==> config.mk <==
export PLATFORM = sky130hd
export DESIGN_NAME = usart_port
export DESIGN_NICKNAME = d
export VERILOG_FILES = /design/src/usart_pkg.sv /design/src/usart_fifo.sv /design/src/usart_port.sv
export SDC_FILE = /design/constraint.sdc
export NUM_CORES = 1
export LEC_CHECK = 0
export ABC_CLOCK_PERIOD_IN_PS = 7700
export BUFFER_PORTS_ARGS = -buffer_cell sky130_fd_sc_hd__buf_4
export CORE_MARGIN = 3
export CORE_UTILIZATION = 55
export DETAILED_ROUTE_END_ITERATION = 10
export PLACE_DENSITY = 0.78
export SLEW_MARGIN = 40
export SYNTH_ARGS = -nofsm -noshare
export SYNTH_HDL_FRONTEND = slang
export SYNTH_SLANG_ARGS = --single-unit
==> constraint.sdc <==
create_clock -name i_clock -period 7.7 [get_ports i_clock]
set_input_delay 0.77 -clock i_clock [delete_from_list [all_inputs] [get_ports i_clock]]
set_output_delay 0.77 -clock i_clock [all_outputs]
set_load 0.05 [all_outputs]
==> src/usart_pkg.sv <==
`default_nettype none
package usart_pkg;
  // Character and queue shape
  localparam int DATA_W = 9;
  localparam int WORD_W = 12;
  localparam int FIFO_DEPTH = 16;
  localparam int FRAME_W = 13;
  localparam int NUM_INT = 10;
  // Data length codes
  localparam logic [1:0] LEN_7 = 2'h0;
  localparam logic [1:0] LEN_8 = 2'h1;
  localparam logic [1:0] LEN_9 = 2'h2;
  // Parity codes
  localparam logic [1:0] PAR_NONE = 2'h0;
  localparam logic [1:0] PAR_EVEN = 2'h2;
  localparam logic [1:0] PAR_ODD = 2'h3;
  // Oversampling field holds clocks per bit minus one
  localparam logic [3:0] OSR_MIN = 4'h4;
  localparam logic [3:0] OSR_MAX = 4'hf;
  // Interrupt flag positions
  localparam int INT_RXRDY = 0;
  localparam int INT_TXRDY = 1;
  localparam int INT_RXIDLE = 2;
  localparam int INT_BRKCHG = 3;
  localparam int INT_FRAME = 4;
  localparam int INT_PARITY = 5;
  localparam int INT_OVERRUN = 6;
  localparam int INT_UNDERRUN = 7;
  localparam int INT_DCTS = 8;
  localparam int INT_NOISE = 9;
  // Reset values
  localparam logic [15:0] BRG_RST = 16'h0000;
  localparam logic [NUM_INT-1:0] FLAGS_RST = 10'h000;
  // Line rate ceilings and low rate clock
  localparam int CLK_HZ = 100_000_000;
  localparam int ASYNC_MAX_BPS = 10_000_000;
  localparam int SYNC_MAX_BPS = 25_000_000;
  localparam int LOWRATE_MAX_BAUD = 9600;
  localparam int LOWRATE_OSC_HZ = 32768;
  // Engine states
  typedef enum logic {TX_IDLE, TX_SHIFT} tx_state_e;
  typedef enum logic {RX_IDLE, RX_FRAME} rx_state_e;
endpackage
`default_nettype wire

==> src/usart_fifo.sv <==
`timescale 1ns/100ps
`default_nettype none
module usart_fifo #(
  parameter int WIDTH = 12,
  parameter int DEPTH = 16
) (
  input wire logic i_clock,
  input wire logic i_rstn,
  input wire logic [WIDTH-1:0] i_data,
  input wire logic i_valid,
  output logic o_ready,
  output logic [WIDTH-1:0] o_data,
  output logic o_valid,
  input wire logic i_ready
);
  localparam int AW = $clog2(DEPTH);
  localparam logic [AW:0] FULL = (AW+1)'(DEPTH);
  logic [WIDTH-1:0] mem [DEPTH]; // Storage
  logic [AW-1:0] wptr_r; // Write index
  logic [AW-1:0] rptr_r; // Read index
  logic [AW:0] cnt_r; // Fill level
  logic [AW:0] cnt_nxt;
  logic push;
  logic pop;

  assign push = i_valid && o_ready;
  assign pop = i_ready && o_valid;
  assign o_data = mem[rptr_r];

  // Level bookkeeping
  always_comb begin
    cnt_nxt = cnt_r;
    if (push && !pop) begin
      cnt_nxt = cnt_r + 1'b1;
    end else if (pop && !push) begin
      cnt_nxt = cnt_r - 1'b1;
    end
  end

  // Flags registered from the next level so both sides see flops
  always_ff @(posedge i_clock or negedge i_rstn) begin
    if (!i_rstn) begin
      cnt_r <= '0;
      o_ready <= 1'b0;
      o_valid <= 1'b0;
    end else begin
      cnt_r <= cnt_nxt;
      o_ready <= cnt_nxt != FULL;
      o_valid <= cnt_nxt != '0;
    end
  end

  // Pointers wrap naturally, depth is a power of two
  always_ff @(posedge i_clock or negedge i_rstn) begin
    if (!i_rstn) begin
      wptr_r <= '0;
      rptr_r <= '0;
    end else begin
      if (push) begin
        wptr_r <= wptr_r + 1'b1;
      end
      if (pop) begin
        rptr_r <= rptr_r + 1'b1;
      end
    end
  end

  // Memory has no reset, contents are don't care until written
  always_ff @(posedge i_clock) begin
    if (push) begin
      mem[wptr_r] <= i_data;
    end
  end
endmodule // usart_fifo
`default_nettype wire

==> src/usart_port.sv <==
`timescale 1ns/100ps
`default_nettype none
// Function
// - Seven, eight or nine data, 1-2 stops
// - Odd, even or no parity
// - Oversampling five to sixteen clocks per bit
// - Three sample vote, noise flag on disagreement
// - Sixteen entry queue each direction
// - Sync master/slave, sample phase, continuous clock
// - Nine bit address marking, software compares
// - RS-485 enable around own transmissions
// - Autobaud measures start bit, sets divider
// - CTS holds transmit, RTS when full
// - Report CTS changes, transmit disable bit
// - Optional status packed with received data
// - Break send, detect, report changes
// - Ten maskable interrupt sources
// - Loopback of data and flow control
// - Baud from shared fractional divider tick
// - Low rate oscillator mode, wake on character
// - Up to 10M async, 25M sync
// - DMA requests for both queues
// - Sync slave uses external clock, wakes
module usart_port (
  input wire logic i_clock,
  input wire logic i_rstn,
  input wire logic i_func_sel,
  input wire logic [1:0] i_data_len,
  input wire logic i_two_stop,
  input wire logic [1:0] i_parity,
  input wire logic [3:0] i_osr,
  input wire logic [15:0] i_brg_div,
  input wire logic i_baud_tick,
  input wire logic i_lowrate_en,
  input wire logic i_rtc_tick,
  input wire logic i_autobaud_en,
  input wire logic i_sync_en,
  input wire logic i_sync_master,
  input wire logic i_sample_rise,
  input wire logic i_cont_clock,
  input wire logic i_loopback,
  input wire logic i_flow_en,
  input wire logic i_tx_disable,
  input wire logic i_break_tx,
  input wire logic i_rs485_en,
  input wire logic i_stat_in_data,
  input wire logic [usart_pkg::NUM_INT-1:0] i_int_en,
  input wire logic [usart_pkg::NUM_INT-1:0] i_int_clr,
  input wire logic [usart_pkg::DATA_W-1:0] i_tx_data,
  input wire logic i_tx_valid,
  output logic o_tx_ready,
  output logic [usart_pkg::WORD_W-1:0] o_rx_data,
  output logic o_rx_valid,
  input wire logic i_rx_ready,
  output logic o_tx_dma_req,
  output logic o_rx_dma_req,
  input wire logic i_rxd,
  output logic o_txd,
  input wire logic i_cts_n,
  output logic o_rts_n,
  input wire logic i_sclk,
  output logic o_sclk,
  output logic o_sclk_oe_n,
  output logic o_rs485_oe,
  output logic [usart_pkg::NUM_INT-1:0] o_int_flags,
  output logic o_irq,
  output logic o_rx_break,
  output logic o_autobaud_done,
  output logic [15:0] o_brg_value,
  output logic o_wake
);
  import usart_pkg::*;

  // Pin synchronisers, first stage read only by second
  logic rxd_m, rxd_s, cts_m, cts_s, sclk_m, sclk_s, sclk_d;
  always_ff @(posedge i_clock or negedge i_rstn) begin
    if (!i_rstn) begin
      {rxd_m, rxd_s, cts_m, cts_s} <= 4'hf;
      {sclk_m, sclk_s, sclk_d} <= 3'h0;
    end else begin
      {rxd_m, rxd_s} <= {i_rxd, rxd_m};
      {cts_m, cts_s} <= {i_cts_n, cts_m};
      {sclk_m, sclk_s, sclk_d} <= {i_sclk, sclk_m, sclk_s};
    end
  end

  // Shared format decode
  logic [3:0] osr; // Clocks per bit minus one
  logic [3:0] mid; // Centre sample index
  logic [3:0] nbits; // Data bits
  logic par_en;
  logic [3:0] total; // Whole frame length in bits
  assign osr = (i_osr < OSR_MIN) ? OSR_MIN : i_osr;
  assign mid = osr >> 1;
  assign nbits = (i_data_len == LEN_7) ? 4'h7 :
                 (i_data_len == LEN_9) ? 4'h9 : 4'h8;
  assign par_en = i_parity != PAR_NONE;
  assign total = 4'h2 + nbits + {3'h0, par_en} + {3'h0, i_two_stop};

  // Baud prescaler on the shared divider tick or low rate tick
  logic [15:0] brg_cnt_r;
  logic [15:0] brg_r;
  logic src;
  logic smp_tick; // One pulse per sample period
  assign src = i_lowrate_en ? i_rtc_tick : i_baud_tick;
  assign smp_tick = src && (brg_cnt_r >= brg_r);
  always_ff @(posedge i_clock or negedge i_rstn) begin
    if (!i_rstn) begin
      brg_cnt_r <= BRG_RST;
    end else if (!i_func_sel || smp_tick) begin
      brg_cnt_r <= BRG_RST;
    end else if (src) begin
      brg_cnt_r <= brg_cnt_r + 16'h0001;
    end
  end

  // Autobaud: count groups of osr+1 source ticks across a start bit
  logic [15:0] ab_cnt_r;
  logic [3:0] ab_sub_r;
  logic ab_run_r;
  logic rx_line, rx_d;
  always_ff @(posedge i_clock or negedge i_rstn) begin
    if (!i_rstn) begin
      ab_run_r <= 1'b0;
      ab_cnt_r <= '0;
      ab_sub_r <= '0;
      o_autobaud_done <= 1'b0;
      o_brg_value <= BRG_RST;
    end else if (!i_autobaud_en) begin
      ab_run_r <= 1'b0;
      o_autobaud_done <= 1'b0;
    end else if (!o_autobaud_done) begin
      if (!ab_run_r && rx_d && !rx_line) begin
        ab_run_r <= 1'b1; // Falling edge of start bit
        ab_cnt_r <= '0;
        ab_sub_r <= '0;
      end else if (ab_run_r && rx_line) begin
        ab_run_r <= 1'b0; // Start bit over, program divider
        o_autobaud_done <= ab_cnt_r != '0;
        o_brg_value <= ab_cnt_r - 16'h0001;
      end else if (ab_run_r && src) begin
        ab_sub_r <= (ab_sub_r == osr) ? 4'h0 : ab_sub_r + 4'h1;
        if (ab_sub_r == osr) begin
          ab_cnt_r <= ab_cnt_r + 16'h0001;
        end
      end
    end
  end
  assign brg_r = o_autobaud_done ? o_brg_value : i_brg_div;

  // Synchronous clock: master divides, slave follows pin
  logic tx_busy;
  logic tog, rise_e, fall_e, samp_e, shift_e, sync_slave;
  assign sync_slave = i_sync_en && !i_sync_master;
  assign tog = i_sync_en && i_sync_master && smp_tick &&
               (tx_busy || i_cont_clock);
  assign rise_e = sync_slave ? (sclk_s && !sclk_d) : (tog && !o_sclk);
  assign fall_e = sync_slave ? (!sclk_s && sclk_d) : (tog && o_sclk);
  assign samp_e = i_sample_rise ? rise_e : fall_e;
  assign shift_e = i_sample_rise ? fall_e : rise_e;
  always_ff @(posedge i_clock or negedge i_rstn) begin
    if (!i_rstn) begin
      o_sclk <= 1'b0;
      o_sclk_oe_n <= 1'b1;
    end else begin
      o_sclk_oe_n <= !(i_sync_en && i_sync_master);
      if (!i_sync_en) begin
        o_sclk <= 1'b0;
      end else if (tog) begin
        o_sclk <= !o_sclk;
      end
    end
  end

  // Queues: transmit from software or DMA, receive to it
  logic [DATA_W-1:0] txf_data;
  logic txf_vld, tx_go;
  logic [WORD_W-1:0] rx_word_r;
  logic rx_push_r, rxf_rdy;
  usart_fifo #(.WIDTH(DATA_W), .DEPTH(FIFO_DEPTH)) u_txq (
    .i_clock(i_clock), .i_rstn(i_rstn),
    .i_data(i_tx_data), .i_valid(i_tx_valid), .o_ready(o_tx_ready),
    .o_data(txf_data), .o_valid(txf_vld), .i_ready(tx_go));
  usart_fifo #(.WIDTH(WORD_W), .DEPTH(FIFO_DEPTH)) u_rxq (
    .i_clock(i_clock), .i_rstn(i_rstn),
    .i_data(rx_word_r), .i_valid(rx_push_r), .o_ready(rxf_rdy),
    .o_data(o_rx_data), .o_valid(o_rx_valid), .i_ready(i_rx_ready));

  // Flow control and loopback steering
  logic cts_in, cts_q, cts_block;
  assign cts_in = i_loopback ? o_rts_n : cts_s;
  assign cts_block = i_flow_en && cts_in;
  assign rx_line = i_loopback ? o_txd : rxd_s;
  always_ff @(posedge i_clock or negedge i_rstn) begin
    if (!i_rstn) begin
      o_rts_n <= 1'b1;
      cts_q <= 1'b1;
      rx_d <= 1'b1;
    end else begin
      o_rts_n <= i_flow_en ? !rxf_rdy : 1'b0;
      cts_q <= cts_in;
      rx_d <= rx_line;
    end
  end

  // Transmit frame build: start, data LSB first, parity, stops
  tx_state_e tx_st;
  logic [FRAME_W-1:0] tx_sh, tx_frame;
  logic [DATA_W-1:0] tx_dm;
  logic [3:0] tx_left, tx_smp;
  logic [2:0] tx_tail;
  logic tx_pbit, tx_done;
  assign tx_busy = tx_st == TX_SHIFT;
  assign tx_dm = txf_data & ~(9'h1ff << nbits);
  assign tx_pbit = (i_parity == PAR_ODD) ? ~^tx_dm : ^tx_dm;
  assign tx_tail = par_en ? {2'h3, tx_pbit} : 3'h7;
  assign tx_frame = (FRAME_W'(tx_tail) << (nbits + 4'h1)) |
                    (FRAME_W'(tx_dm) << 1);
  assign tx_go = (tx_st == TX_IDLE) && txf_vld && i_func_sel &&
                 !i_tx_disable && !cts_block && !i_break_tx &&
                 (!sync_slave || shift_e);
  assign tx_done = i_sync_en ? shift_e : (smp_tick && tx_smp == osr);

  // Transmit engine
  always_ff @(posedge i_clock or negedge i_rstn) begin
    if (!i_rstn) begin
      tx_st <= TX_IDLE;
      tx_sh <= '1;
      tx_left <= '0;
      tx_smp <= '0;
      o_txd <= 1'b1;
    end else begin
      case (tx_st)
        TX_IDLE: begin
          tx_smp <= '0;
          if (tx_go) begin
            tx_sh <= tx_frame;
            tx_left <= total - 4'h1;
            tx_st <= TX_SHIFT;
            o_txd <= 1'b0;
          end else begin
            o_txd <= !i_break_tx;
          end
        end
        TX_SHIFT: begin
          if (smp_tick) begin
            tx_smp <= (tx_smp == osr) ? 4'h0 : tx_smp + 4'h1;
          end
          if (tx_done) begin
            tx_smp <= '0;
            if (tx_left == '0) begin
              tx_st <= TX_IDLE;
              o_txd <= 1'b1;
            end else begin
              tx_sh <= {1'b1, tx_sh[FRAME_W-1:1]};
              o_txd <= tx_sh[1];
              tx_left <= tx_left - 4'h1;
            end
          end
        end
        default: tx_st <= TX_IDLE;
      endcase
    end
  end

  // Transceiver direction enable follows own frames only
  always_ff @(posedge i_clock or negedge i_rstn) begin
    if (!i_rstn) begin
      o_rs485_oe <= 1'b0;
    end else begin
      o_rs485_oe <= i_rs485_en && (tx_busy || tx_go);
    end
  end

  // Receive bit strobe: vote in async, one sample in sync
  rx_state_e rx_st;
  logic [3:0] rx_smp, rx_left;
  logic [1:0] vote_r;
  logic bit_stb, bit_val, bit_noise;
  assign bit_stb = (rx_st == RX_FRAME) &&
                   (i_sync_en ? samp_e : (smp_tick && rx_smp == mid + 4'h1));
  assign bit_val = i_sync_en ? rx_line :
                   ((vote_r[0] & vote_r[1]) | (vote_r[0] & rx_line) |
                    (vote_r[1] & rx_line));
  assign bit_noise = !i_sync_en &&
                     !(vote_r[0] == vote_r[1] && vote_r[1] == rx_line);

  // Frame decode at the last bit
  logic [FRAME_W-1:0] rx_sh, rx_al;
  logic [DATA_W-1:0] rx_dat;
  logic rx_pbit, rx_stop, rx_pe, rx_brk, rx_noise_r, rx_last;
  assign rx_al = {bit_val, rx_sh[FRAME_W-1:1]} >> (4'hd - total);
  assign rx_dat = rx_al[DATA_W:1] & ~(9'h1ff << nbits);
  assign rx_pbit = rx_al[nbits + 4'h1];
  assign rx_stop = rx_al[nbits + 4'h1 + {3'h0, par_en}];
  assign rx_pe = par_en && (rx_pbit != ((i_parity == PAR_ODD) ?
                 ~^rx_dat : ^rx_dat));
  assign rx_brk = (rx_dat == '0) && !rx_stop &&
                  !(par_en && rx_pbit);
  assign rx_last = bit_stb && rx_left == '0;

  // Receive engine
  always_ff @(posedge i_clock or negedge i_rstn) begin
    if (!i_rstn) begin
      rx_st <= RX_IDLE;
      rx_smp <= '0;
      rx_left <= '0;
      vote_r <= 2'h3;
      rx_sh <= '0;
      rx_noise_r <= 1'b0;
    end else begin
      case (rx_st)
        RX_IDLE: begin
          rx_smp <= '0;
          rx_noise_r <= 1'b0;
          if (i_func_sel && !i_sync_en && rx_d && !rx_line) begin
            rx_st <= RX_FRAME;
            rx_left <= total - 4'h1;
          end else if (i_func_sel && i_sync_en && samp_e && !rx_line)
          begin
            rx_st <= RX_FRAME;
            rx_left <= total - 4'h2;
            rx_sh <= {1'b0, rx_sh[FRAME_W-1:1]};
          end
        end
        RX_FRAME: begin
          if (smp_tick) begin
            rx_smp <= (rx_smp == osr) ? 4'h0 : rx_smp + 4'h1;
            vote_r <= {vote_r[0], rx_line};
          end
          if (bit_stb) begin
            rx_sh <= {bit_val, rx_sh[FRAME_W-1:1]};
            rx_noise_r <= rx_noise_r | bit_noise;
            rx_left <= rx_left - 4'h1;
            if (rx_last || (!i_sync_en && rx_left == total - 4'h1 &&
                            bit_val)) begin
              rx_st <= RX_IDLE; // End of frame or false start
            end
          end
        end
        default: rx_st <= RX_IDLE;
      endcase
    end
  end

  // Queue write, break state and wake
  logic ovr_ev, brk_chg, idle_ev;
  always_ff @(posedge i_clock or negedge i_rstn) begin
    if (!i_rstn) begin
      rx_push_r <= 1'b0;
      rx_word_r <= '0;
      o_rx_break <= 1'b0;
      o_wake <= 1'b0;
      ovr_ev <= 1'b0;
      idle_ev <= 1'b0;
    end else begin
      rx_push_r <= rx_last && !rx_brk && rxf_rdy;
      ovr_ev <= rx_last && !rx_brk && !rxf_rdy; // Character lost
      idle_ev <= rx_last;
      o_wake <= rx_last && !rx_brk &&
                (i_lowrate_en || sync_slave);
      if (rx_last) begin
        rx_word_r <= i_stat_in_data ?
                     {rx_noise_r | bit_noise, !rx_stop, rx_pe, rx_dat} :
                     {3'h0, rx_dat};
      end
      if (rx_last && rx_brk) begin
        o_rx_break <= 1'b1;
      end else if (o_rx_break && rx_line) begin
        o_rx_break <= 1'b0;
      end
    end
  end
  assign brk_chg = (rx_last && rx_brk && !o_rx_break) ||
                   (o_rx_break && rx_line);

  // Sticky event flags, a new event wins over its clear
  logic [NUM_INT-1:0] ev, flags_nxt;
  always_comb begin
    ev = '0;
    ev[INT_RXRDY] = o_rx_valid;
    ev[INT_TXRDY] = o_tx_ready;
    ev[INT_RXIDLE] = idle_ev;
    ev[INT_BRKCHG] = brk_chg;
    ev[INT_FRAME] = rx_last && !rx_stop && !rx_brk;
    ev[INT_PARITY] = rx_last && rx_pe && !rx_brk;
    ev[INT_OVERRUN] = ovr_ev;
    ev[INT_UNDERRUN] = sync_slave && !tx_busy && shift_e && !txf_vld;
    ev[INT_DCTS] = cts_q != cts_in;
    ev[INT_NOISE] = bit_stb && bit_noise;
    flags_nxt = (o_int_flags & ~i_int_clr) | ev;
  end
  always_ff @(posedge i_clock or negedge i_rstn) begin
    if (!i_rstn) begin
      o_int_flags <= FLAGS_RST;
      o_irq <= 1'b0;
      o_tx_dma_req <= 1'b0;
      o_rx_dma_req <= 1'b0;
    end else begin
      o_int_flags <= flags_nxt;
      o_irq <= |(flags_nxt & i_int_en);
      o_tx_dma_req <= o_tx_ready;
      o_rx_dma_req <= o_rx_valid;
    end
  end

  // Checks
  idle_line_a: assert property (@(posedge i_clock) disable iff (!i_rstn)
    (tx_st == TX_IDLE && !tx_go && !i_break_tx) |=> o_txd)
    else $error("line not high while idle");
  break_tx_a: assert property (@(posedge i_clock) disable iff (!i_rstn)
    (tx_st == TX_IDLE && i_break_tx) |=> !o_txd)
    else $error("break not driven");
  cts_hold_a: assert property (@(posedge i_clock) disable iff (!i_rstn)
    (tx_st == TX_IDLE && cts_block) |=> tx_st == TX_IDLE)
    else $error("sent while clear to send deasserted");
  tx_disable_a: assert property (@(posedge i_clock) disable iff (!i_rstn)
    (tx_st == TX_IDLE && i_tx_disable) |=> !o_rs485_oe)
    else $error("transmit started while disabled");
  rts_full_a: assert property (@(posedge i_clock) disable iff (!i_rstn)
    (i_flow_en && !rxf_rdy) |=> o_rts_n)
    else $error("request to send held while full");
  dir_enable_a: assert property (@(posedge i_clock) disable iff (!i_rstn)
    (i_rs485_en && tx_busy) |=> o_rs485_oe)
    else $error("direction enable low during frame");
  noise_flag_a: assert property (@(posedge i_clock) disable iff (!i_rstn)
    (bit_stb && bit_noise) |=> o_int_flags[INT_NOISE])
    else $error("noise not flagged");
  irq_gate_a: assert property (@(posedge i_clock) disable iff (!i_rstn)
    (o_irq |-> $past(|(flags_nxt & i_int_en))))
    else $error("interrupt without enabled flag");
  loop_path_a: assert property (@(posedge i_clock) disable iff (!i_rstn)
    i_loopback |-> (rx_line == o_txd && cts_in == o_rts_n))
    else $error("loopback path broken");
endmodule // usart_port
`default_nettype wire

==> summary.txt, run 1 <==
Drt
  – DR WL/cell: 21.9 um
  – Vias: 13700
  – Met3 WL: 2.94 mm
  – DRT met1 WL: 20.4 mm
  – DR top layer: met4
  – First-pass iteration count of the detailed router: 5
  – DRT iter0 DRCs: 1225
  – Via/cell ratio: 6.03
  – Post-DRT Antenna Nets: 0
  – Drt total wl: 49.6 mm
  – Routed length on met2: 24.5 mm
  – DRC: 0

Outcome
  – Status: finished, final reports clean

STA
  – RSZ-0062 raised after global routing: false
  – Worst slew pin tran: 0.833 ns
  – # setup viols final: 0
  – Final worst-path cycle share: 59.8%
  – F_max: 0.217 GHz
  – Pins Over Slew Limit: 0
  – Setup TNS Final: 0 ns
  – Fin Clk Skew: 0.0258 ns
  – Final hold vios: 0
  – Slew headroom: 44.1%
  – Final worst slack: 3.10 ns
  – Tmin final: 4.60 ns

GRT
  – Vias in the first global route: 13800
  – Largest net degree at the start of global routing: 112
  – Antenna violations before repair: 4
  – Gr ovfl total: 0
  – First-pass GRT wire length: 78.0 mm
  – Global-route usage over all layers: 22.7%

Placed design
  – Area after DPL: 24200 sq um
  – Input/output buffers: 126
  – Routability cong.: 0.886
  – Worst slack at placement: 2.55 ns
  – DP HPWL: 32.6 mm

Yosys
  – Sequential-to-total area share from yosys stat: 63.5%
  – Yosys warnings: 0
  – Number of flops mapped to enable cells by yosys: 336
  – Average size of a mapped cell: 14.4 sq um
  – #FFs+latches synth: 508
  – Cell variety after synth: 65
  – Synth Instances: 1580
  – Prevailing post-synth register cell: edfxtp_1
  – Post-Synthesis Cell Area: 22700 sq um
  – Syn Nets: 1709
  – Post-synthesis async set-or-reset flop share: 33.9%

Power and ir drop
  – Pleak: 9.72 nW
  – Power Density: 339 nW/um^2
  – Max VDD drop: 0.000218 V

Worst setup path
  – Max stage delay on crit path: 0.73 ns
  – Critical path's top delay family: adder cells
  – Buffers & Inverters on Critical Path: 2
  – Slowest-stage cell, CP: ha_1
  – CP dominant cell by count: xnor2_1
  – CP arrival: 5.09 ns
  – Crit path max fanout: 19
  – CP Class: input pin to flop
  – Cells along the critical path: buf_4, nor2_1, fa_2, inv_1, ha_1, mux4_2, nor2b_1, a31oi_1, or3_1, ha_1, xnor2_1, xnor2_1, xnor2_1, xnor2_1, mux2i_1, a22oi_1, o221ai_1
  – CP endpoint kind: flop
  – Worst Path Required: 8.19 ns
  – Worst Setup Start Kind: input pin

Floorplanning
  – Die Span X: 209 um
  – Initial Util: 56.4%
  – CORE AREA: 40300 sq um
  – Cell row count: 73
  – Die Y: 209 um
  – Die ar.: 43800 sq um
  – I/O pin count: 127

Finish
  – Layout cells sized above 1: 23.1%
  – Layout Cell Area excl Fill: 25900 sq um
  – Synthesis-to-finish area growth: 14.0%
  – Nets@finish: 1827

Clock tree
  – Clock buffer count from CTS: 49
  – Root buffer cell: clkbuf_16
  – # resized after CTS: 0
  – Total number of H-tree levels: 2
  – Post-CTS setup buffers: 0
  – Clock slew at reported path FFs: 0.06 ns
  – Clk sinks: 508
  – Cts hold-fix bufs: 0
  – CTS max path bufs: 3
  – Clock Latency Late Sink: 0.60 ns
  – CTS tree: built

Flow run
  – MaxCap Viol Count: 0

Hold path
  – Hold Path Class: input pin to asynchronous set/reset pin
layout by cell type (no fill, tap or decap), types with 49 or more instances in the layout:
master     count
edfxtp_1     336
inv_1         49
xnor2_1       53
nand2_1      143
o21ai_0       79
dfrtp_1      143
nor2_1        97
buf_4        130
mux4_2       103
clkbuf_16     50
ha_1          52
per-stage QoR:
step	hold WS, ns	std cells	total power [mW]	util, %
2_1_floorplan	0.331	1580	5.67	-
3_3_place_gp	0.346	2170	6.32	59.9
3_5_place_dp	0.351	2171	6.45	60.1
4_1_cts	0.271	2263	8.83	64.1
5_1_grt	0.0621	2267	9.19	64.2
6_report	0.0574	2267	8.78	64.2
path summary, 6_finish.rpt:
check / startpoint / end / slack, ns / cells after the start
setup / recovery: i_parity[1] / o_irq$_DFF_PN0_ / 3.10 / 17
hold reg to reg: rxd_m$_DFF_PN1_ / rxd_s$_DFF_PN1_ / 0.36 / 0
setup reg to reg: o_autobaud_done$_DFF_PN0_ / u_txq.o_ready$_DFF_PN0_ / 3.18 / 12
min in group i_clock: i_cts_n / cts_m$_DFF_PN1_ / 0.30 / 1
max in group asynchronous: i_rstn / o_autobaud_done$_DFF_PN0_ / 6.78 / 2
hold / removal: i_rstn / ab_cnt_r[5]$_DFFE_PN0P_ / 0.06 / 1
cell usage after synthesis (6+ instances only):
| cell type | instances | area [sq um] |
|---|---|---|
| dfrtp_1 | 149 | 3730 |
| o22ai_1 | 7 | 43.8 |
| and3_1 | 18 | 113 |
| clkbuf_1 | 49 | 184 |
| and2_1 | 17 | 106 |
| ha_1 | 52 | 651 |
| inv_1 | 49 | 184 |
| edfxtp_1 | 336 | 10100 |
| buf_1 | 11 | 41.3 |
| nand4_1 | 14 | 87.6 |
| mux2i_1 | 34 | 340 |
| mux4_2 | 103 | 2320 |
| mux2_2 | 26 | 293 |
| nor2_1 | 109 | 409 |
| nand3_1 | 45 | 225 |
| xor2_1 | 40 | 350 |
| nor3_1 | 22 | 110 |
| nand2_1 | 143 | 537 |
| nor4_1 | 6 | 37.5 |
| or3_1 | 8 | 50.1 |
| a21o_1 | 9 | 67.6 |
| xnor2_1 | 53 | 464 |
| nand2b_1 | 10 | 62.6 |
| a22oi_1 | 6 | 45.0 |
| nor2b_1 | 15 | 93.8 |
| nand3b_1 | 6 | 45.0 |
| o21ai_0 | 79 | 395 |
| a21oi_1 | 43 | 215 |
| dfstp_2 | 23 | 604 |
| a31oi_1 | 17 | 106 |
routing by layer:
layer  vias to the layer above  global-route usage, %
met5                         -                      0
met4                         0                   9.01
met3                        99                   3.38
met2                       466                   37.3
met1                      6915                   31.0
li1                       6188                      -
final cells by class:
class                      instances  area, sq um
inverter                          49          184
clock buffer                      74         1460
timing repair buffer             134         1040
clock inverter                    18          159
sequential                       508        14400
fill                            2819        14400
antenna                            3         7.51
tap                              525          657
multi-input combinational        956         7940
worst register-to-register path: cells and delay by family (launching register included):
kind | cells | cell delay [ns]
flip-flops | 1 | 0.74
AND/OR/NAND/NOR | 3 | 0.40
multiplexers | 1 | 0.41
adder cells (fa/ha/maj) | 1 | 0.26
AO/OA/AOI/OAI | 7 | 2.64
flip-flops by register name, summed over array words and instances (netlist names), 2 cells and up:
name          count
tx_sh            12
brg_cnt_r        16
rx_sh            11
u_txq.rptr_r      4
tx_smp            4
u_rxq.mem       192
o_brg_value      16
u_rxq.rptr_r      4
u_txq.mem       144
rx_word_r        12
ab_cnt_r         16
tx_left           4
rx_smp            4
u_txq.wptr_r      4
vote_r            2
ab_sub_r          4
o_int_flags      10
u_rxq.wptr_r      4
u_txq.cnt_r       5
rx_left           4
u_rxq.cnt_r       5
power breakdown:
group / switching (mW) / total [mW] / internal (mW)
Combinational: 1.50 / 2.63 / 1.13
Clock: 1.02 / 2.38 / 1.36
Sequential: 0.407 / 3.77 / 3.37
cell families (layout without fill, tap and decap cells):
group,Yosys count,in the layout,synth area share (%)
buffers and inverters,116,275,2.07
adders and majority gates,53,53,2.95
other,0,3,0
xor gates and xnor gates,94,94,3.69
DFF,508,508,63.5
AOI/OAI and AO/OA,215,215,5.90
muxes,163,163,13.0
and+or+nand+nor,431,431,8.87
(Power assumes the default switching activity.)
==> run 2, diff against run 1 <==
--- a/config.mk
+++ b/config.mk
@@ -5,7 +5,8 @@
 export SDC_FILE = /design/constraint.sdc
 export NUM_CORES = 1
 export LEC_CHECK = 0
-export ABC_CLOCK_PERIOD_IN_PS = 7700
+export ABC_AREA = 1
+export ABC_CLOCK_PERIOD_IN_PS = 4500
 export BUFFER_PORTS_ARGS = -buffer_cell sky130_fd_sc_hd__buf_4
 export CORE_MARGIN = 3
 export CORE_UTILIZATION = 55
==> constraint.sdc (replaced) <==
create_clock -name i_clock -period 4.5 [get_ports i_clock]
set_input_delay 0.45 -clock i_clock [delete_from_list [all_inputs] [get_ports i_clock]]
set_output_delay 0.45 -clock i_clock [all_outputs]
set_load 0.05 [all_outputs]
==> run 2 against run 1 <==
Net effect: cell count increased by 30%; sequential cell count unchanged; synthesized cell count increased by 43%; largest cell class unchanged; largest power group unchanged.
==> summary.txt, run 2 <==
Finish
  – Ant. Diodes: 0
  – Post-layout util: 64.2%
  – Final-layout fill cell count: 3121
  – Synthesis-to-finish area growth: 14.2%
  – Layout Cell Area excl Fill: 26500 sq um
  – Non-Filler Instances: 2957
  – Nets@finish: 2511
  – Commonest non-fill, non-tap cell in the layout: nand2_1
  – Most frequent cells in the layout: 422 x nand2_1, 336 x edfxtp_1, 251 x o21ai_0
  – Biggest register: u_rxq.mem
  – Max reg flops: 192
  – Storage cell area: 14400 sq um
  – Regs by FF count: u_rxq.mem (192), u_txq.mem (144)
  – Area of the multi-input gates: 7810 sq um
  – Layout cells sized above 1: 13.8%

Yosys
  – Cell taking the most area after synthesis: edfxtp_1
  – Average size of a mapped cell: 10.3 sq um
  – Count leader, synth: nand2_1
  – Prevailing post-synth register cell: edfxtp_1
  – Top cells by count, synth: 423 x nand2_1, 336 x edfxtp_1, 251 x o21ai_0, 250 x nor2_1, 165 x inv_1
  – Post-Synthesis Cell Area: 23200 sq um
  – Post-synthesis async set-or-reset flop share: 33.9%
  – Syn Nets: 2384
  – Synth top area cells: edfxtp_1 43%, dfrtp_1 16%, nand2_1 6.8%, o21ai_0 5.4%, nor2_1 4.0%
  – Cell variety after synth: 55
  – Synth Instances: 2255
  – #FFs+latches synth: 508
  – Sequential-to-total area share from yosys stat: 62.1%
  – Yosys warnings: 0
  – Yosys top cell area share: 43.5%
  – Number of flops mapped to enable cells by yosys: 336

Worst setup path
  – CP Class: flop to output port
  – CP arrival: 3.49 ns
  – Crit path max fanout: 25
  – CP endpoint kind: output port
  – Worst Path Required: 4.05 ns
  – Worst Setup Start Kind: flop

GRT
  – Global-route usage over all layers: 24.8%
  – Antenna violations before repair: 0
  – Largest net degree at the start of global routing: 108
  – Vias in the first global route: 17100
  – First-pass GRT wire length: 88.3 mm
  – Gr ovfl total: 0

Placed design
  – Area after DPL: 24700 sq um
  – Inst Count DP: 2853
  – Worst slack at placement: 0.281 ns
  – Routability cong.: 0.889
  – DP HPWL: 36.4 mm
  – Input/output buffers: 126

Clock tree
  – Clock slew at reported path FFs: 0.06 ns
  – Root buffer cell: clkbuf_16
  – CTS tree: built
  – Post-CTS setup buffers: 0
  – Clk sinks: 508
  – Clock buffer count from CTS: 52
  – CTS max path bufs: 3
  – Total number of H-tree levels: 2
  – Clock Latency Late Sink: 0.63 ns

STA
  – Final worst slack: 0.565 ns
  – # setup viols final: 0
  – Slew headroom: 43.8%
  – Setup TNS Final: 0 ns
  – Worst slew pin tran: 0.838 ns
  – F_max: 0.254 GHz
  – Tmin final: 3.94 ns
  – Fin Clk Skew: 0.0512 ns
  – Final worst-path cycle share: 87.5%
  – Pins Over Slew Limit: 0
  – Hold WS: 0.0258 ns
  – Final hold vios: 0
  – RSZ-0062 raised after global routing: false

Floorplanning
  – Die Y: 211 um
  – I/O pin count: 127
  – CORE AREA: 41300 sq um
  – Die ar.: 44700 sq um
  – Cell row count: 74
  – Initial Util: 56.2%
  – Die Span X: 211 um

Drt
  – Via/cell ratio: 5.86
  – DRC: 0
  – DRT iter0 DRCs: 1651
  – First-pass iteration count of the detailed router: 6
  – Post-DRT Antenna Nets: 0
  – Vias: 17300
  – Drt total wl: 56.2 mm
  – DR WL/cell: 19.0 um

Power and ir drop
  – Max VDD drop: 0.000656 V
  – Power Density: 607 nW/um^2
  – Pleak: 10.6 nW
  – Overall Power: 16.1 mW

Outcome
  – Status: finished, final reports clean

Hold path
  – Hold Path Class: input pin to flop

Flow run
  – MaxCap Viol Count: 0
run 2: cell count changes after synthesis, sizes merged, moves of 21 or more:
cell and change:
nand2 +293, o21ai +188, nor2 +146, inv +127, mux4 -103, a21oi +87, nand3 +46, xnor2 -45
mux2 -25, mux2i -25, o22ai +22, o221ai +21
run 2: cell type report:
type / count / area share (%)
clock buffer: 61 / 5.11
clock inverter: 36 / 1.27
inverter: 182 / 2.58
multi-input combinational: 1478 / 29.5
sequential: 508 / 54.4
tap: 532 / 2.51
timing repair buffer: 160 / 4.69
run 2: what timing repair did:
action	4_1_cts	5_1_grt
hold buffers	6	0
endpoints found under the hold margin	99	0
gates resized for setup	0	0
run 2: report_power, final:
| part | internal [mW] | switching (mW) |
|---|---|---|
| Clock | 2.36 | 1.87 |
| Sequential | 5.72 | 0.664 |
| Combinational | 1.66 | 3.84 |
| Total | 9.74 | 6.37 |
run 2: layer usage:
metal / up-vias / wire, um / global-route usage (%)
li1: 8064 / - / -
met5: - / 0 / 0
met2: 809 / 26500 / 40.3
met3: 147 / 4650 / 4.71
met4: 0 / 1670 / 9.03
met1: 8309 / 23400 / 33.8
run 2: cells by family after synthesis:
| group | count (synthesis) | synth area share (%) |
|---|---|---|
| adders and majority gates | 53 | 2.89 |
| and+or+nand+nor | 853 | 15.5 |
| muxes | 10 | 0.437 |
| AOI/OAI and AO/OA | 504 | 12.2 |
| xor gates and xnor gates | 58 | 2.19 |
| DFF | 508 | 62.1 |
| buffers and inverters | 269 | 4.61 |
run 2: path summary, 6_finish.rpt:
| check | startpoint | to | slack [ns] | depth (start not counted) |
|---|---|---|---|---|
| max in group asynchronous | i_rstn | rx_word_r[3]$_DFFE_PN0P_ | 3.08 | 4 |
| min in group asynchronous | i_rstn | o_rx_break$_DFFE_PN0P_ | 0.30 | 2 |
| min reg2reg | rxd_m$_DFF_PN1_ | rxd_s$_DFF_PN1_ | 0.36 | 0 |
| min | i_int_clr[2] | o_int_flags[2]$_DFF_PN0_ | 0.03 | 2 |
| max | u_rxq.rptr_r[1]$_DFFE_PN0P_ | o_rx_data[3] | 0.56 | 6 |
| max reg2reg | o_autobaud_done$_DFF_PN0_ | u_txq.o_valid$_DFF_PN0_ | 0.89 | 16 |
run 2: critical path: stages (launching register included):
cell and delay (ns):
dfrtp_1 0.76, clkinv_1 0.88, o21ai_0 0.32, o22ai_1 0.14, o21ai_0 0.34, o21ai_0 0.19
buf_4 0.23
==> run 3, diff against run 2 <==
--- a/config.mk
+++ b/config.mk
@@ -5,7 +5,6 @@
 export SDC_FILE = /design/constraint.sdc
 export NUM_CORES = 1
 export LEC_CHECK = 0
-export ABC_AREA = 1
 export ABC_CLOCK_PERIOD_IN_PS = 4500
 export BUFFER_PORTS_ARGS = -buffer_cell sky130_fd_sc_hd__buf_4
 export CORE_MARGIN = 3
==> run 3 against run 2 <==
Net effect: critical path depth rose by 7; first-iteration DRC count decreased by 33%; worst setup slack lost 0.22 ns; fmax down 5.3%; power is 4.7% lower; register-to-register slack got worse by 0.54 ns; clock power grew 2%; via count is 21% lower; final area shrank 1.4%; sequential share of layout area is 0.82 points higher; sequential cell count unchanged; die area decreased by 2.2%.
==> summary.txt, run 3 (synthesized netlist as in run 1, its figures left out) <==
Clock tree
  – Clk sinks: 508
  – Clock buffer count from CTS: 51
  – Post-CTS setup buffers: 0
  – Clock slew at reported path FFs: 0.06 ns
  – Clock Latency Late Sink: 0.59 ns
  – Cts hold-fix bufs: 4
  – # resized after CTS: 0
  – Total number of H-tree levels: 2
  – CTS tree: built
  – CTS max path bufs: 3
  – Root buffer cell: clkbuf_16

Worst setup path
  – Slowest-stage cell, CP: a211oi_1
  – Worst Setup Start Kind: flop
  – Reg2Reg Launch Point: o_autobaud_done$_DFF_PN0_
  – CP Class: flop to flop
  – Max stage delay on crit path: 0.76 ns
  – Crit. Startpoint: o_autobaud_done$_DFF_PN0_
  – Cells along the critical path: buf_4, mux2i_1, ha_1, a21oi_1, o21a_1, o221ai_1, a211oi_1, o21ai_0, o31a_1, nor2_1, a41o_1, xor2_1, nand3_1
  – Worst Path Required: 4.96 ns
  – CP arrival: 4.61 ns
  – CP endpoint kind: flop
  – Crit path max fanout: 15

STA
  – F_max: 0.241 GHz
  – Hold WS: 0.0495 ns
  – # setup viols final: 0
  – Setup TNS Final: 0 ns
  – Slew headroom: 43.3%
  – Worst slew pin tran: 0.845 ns
  – Tmin final: 4.15 ns
  – Fin Clk Skew: 0.0267 ns
  – RSZ-0062 raised after global routing: false
  – Pins Over Slew Limit: 0
  – Final hold vios: 0
  – Final worst-path cycle share: 92.3%

Power and ir drop
  – Logic pwr share: 29.1%
  – Internal: 10.3 mW
  – Psw: 5.10 mW
  – Seq pwr share: 42.7%
  – Clock share of power: 28.2%
  – Switching Fraction: 33.2%
  – Pleak: 9.86 nW
  – Overall Power: 15.4 mW
  – Max VDD drop: 0.000382 V
  – Power Density: 587 nW/um^2

Drt
  – DR WL/cell: 21.9 um
  – Post-DRT Antenna Nets: 0
  – Drt total wl: 50.1 mm
  – DRT iter0 DRCs: 1114
  – First-pass iteration count of the detailed router: 6
  – Via/cell ratio: 6.01
  – Vias: 13800
  – DRC: 0
  – DR top layer: met5
  – Routed length on met2: 24.8 mm
  – DRT met1 WL: 20.7 mm
  – Met3 WL: 3.12 mm

Finish
  – Layout Cell Area excl Fill: 26100 sq um
  – Commonest non-fill, non-tap cell in the layout: edfxtp_1
  – Synthesis-to-finish area growth: 15.1%
  – Layout cells sized above 1: 23.8%
  – Most frequent cells in the layout: 336 x edfxtp_1, 148 x buf_4, 144 x dfrtp_1
  – Nets@finish: 1851
  – Post-layout util: 64.9%
  – Max reg flops: 192
  – Regs by FF count: u_rxq.mem (192), u_txq.mem (144)
  – Biggest register: u_rxq.mem

Floorplanning
  – Cell row count: 73
  – CORE AREA: 40300 sq um
  – I/O pin count: 127
  – Die ar.: 43800 sq um
  – Die Span X: 209 um
  – Initial Util: 56.4%
  – Die Y: 209 um

Placed design
  – Routability cong.: 0.897
  – Input/output buffers: 126
  – DP HPWL: 32.7 mm
  – Area after DPL: 24300 sq um

GRT
  – Global-route usage over all layers: 23.1%
  – Antenna violations before repair: 2
  – Largest net degree at the start of global routing: 106
  – Vias in the first global route: 14200
  – Gr ovfl total: 0
  – First-pass GRT wire length: 79.6 mm

Flow run
  – MaxCap Viol Count: 0

Hold path
  – Hold Path Class: input pin to flop
  – Hold Startpoint: i_sync_master

Outcome
  – Status: finished, final reports clean
## run 3: cell types whose count changed in the layout (fill, tap and decap cells not counted), sizes merged, moves of 22 or more
cell	before	now
a21oi	130	43
inv	179	50
mux2	1	26
mux2i	9	34
mux4	0	103
nand2	436	143
nand3	91	45
nor2	255	109
o21ai	268	80
o22ai	29	7
xnor2	8	53
## run 3: worst paths after layout
check                                              end  slack (ns)  cells after the start
max reg2reg                    u_txq.o_ready$_DFF_PN0_        0.35                     13
min                              o_sclk_oe_n$_DFF_PN1_        0.05                      2
min reg2reg                            cts_s$_DFF_PN1_        0.35                      0
max                            u_txq.o_ready$_DFF_PN0_        0.35                     13
min in group asynchronous      ab_cnt_r[4]$_DFFE_PN0P_        0.32                      2
max in group asynchronous  u_rxq.rptr_r[1]$_DFFE_PN0P_        3.49                      3
## run 3: final cells by class
cell class / count / area [sq um]
Sequential cell: 508 / 14400
Clock inverter: 28 / 305
Tap cell: 525 / 657
Inverter: 49 / 184
Timing Repair Buffer: 156 / 1230
Clock buffer: 68 / 1420
Antenna cell: 1 / 2.50
Fill cell: 2750 / 14100
Multi-Input combinational cell: 956 / 7910
## run 3: worst max-delay path, delay by kind of cell, from the launching register on
family	cells	cell delay (ns)
AO/OA/AOI/OAI	7	2.26
flip-flops	1	0.37
buffers and inverters	1	0.28
XOR/XNOR	1	0.21
multiplexers	1	0.22
adder cells (fa/ha/maj)	1	0.26
AND/OR/NAND/NOR	2	0.41
## run 3: stage by stage
stage	setup WS [ns]	std cells
final	0.346	2291
after CTS	0.383	2289
after global routing	0.0324	2291
after detailed placement	0.0868	2189
after global placement	0.218	2189
after floorplan	0.159	1580
## run 3: layer usage
metal / global-route usage, % / vias to the layer above
li1: - / 6234
met1: 31.3 / 6899
met2: 38.3 / 517
met3: 4.56 / 108
met4: 7.09 / 2
met5: 0 / -
## run 3: power by group through the flow
stage,clock network [mW],logic [mW],registers (mW)
2_1_floorplan,0,3.22,6.48
3_3_place_gp,0,4.31,6.57
3_5_place_dp,0,4.45,6.63
4_1_cts,4.41,4.49,6.55
5_1_grt,4.59,4.81,6.66
6_report,4.33,4.47,6.56
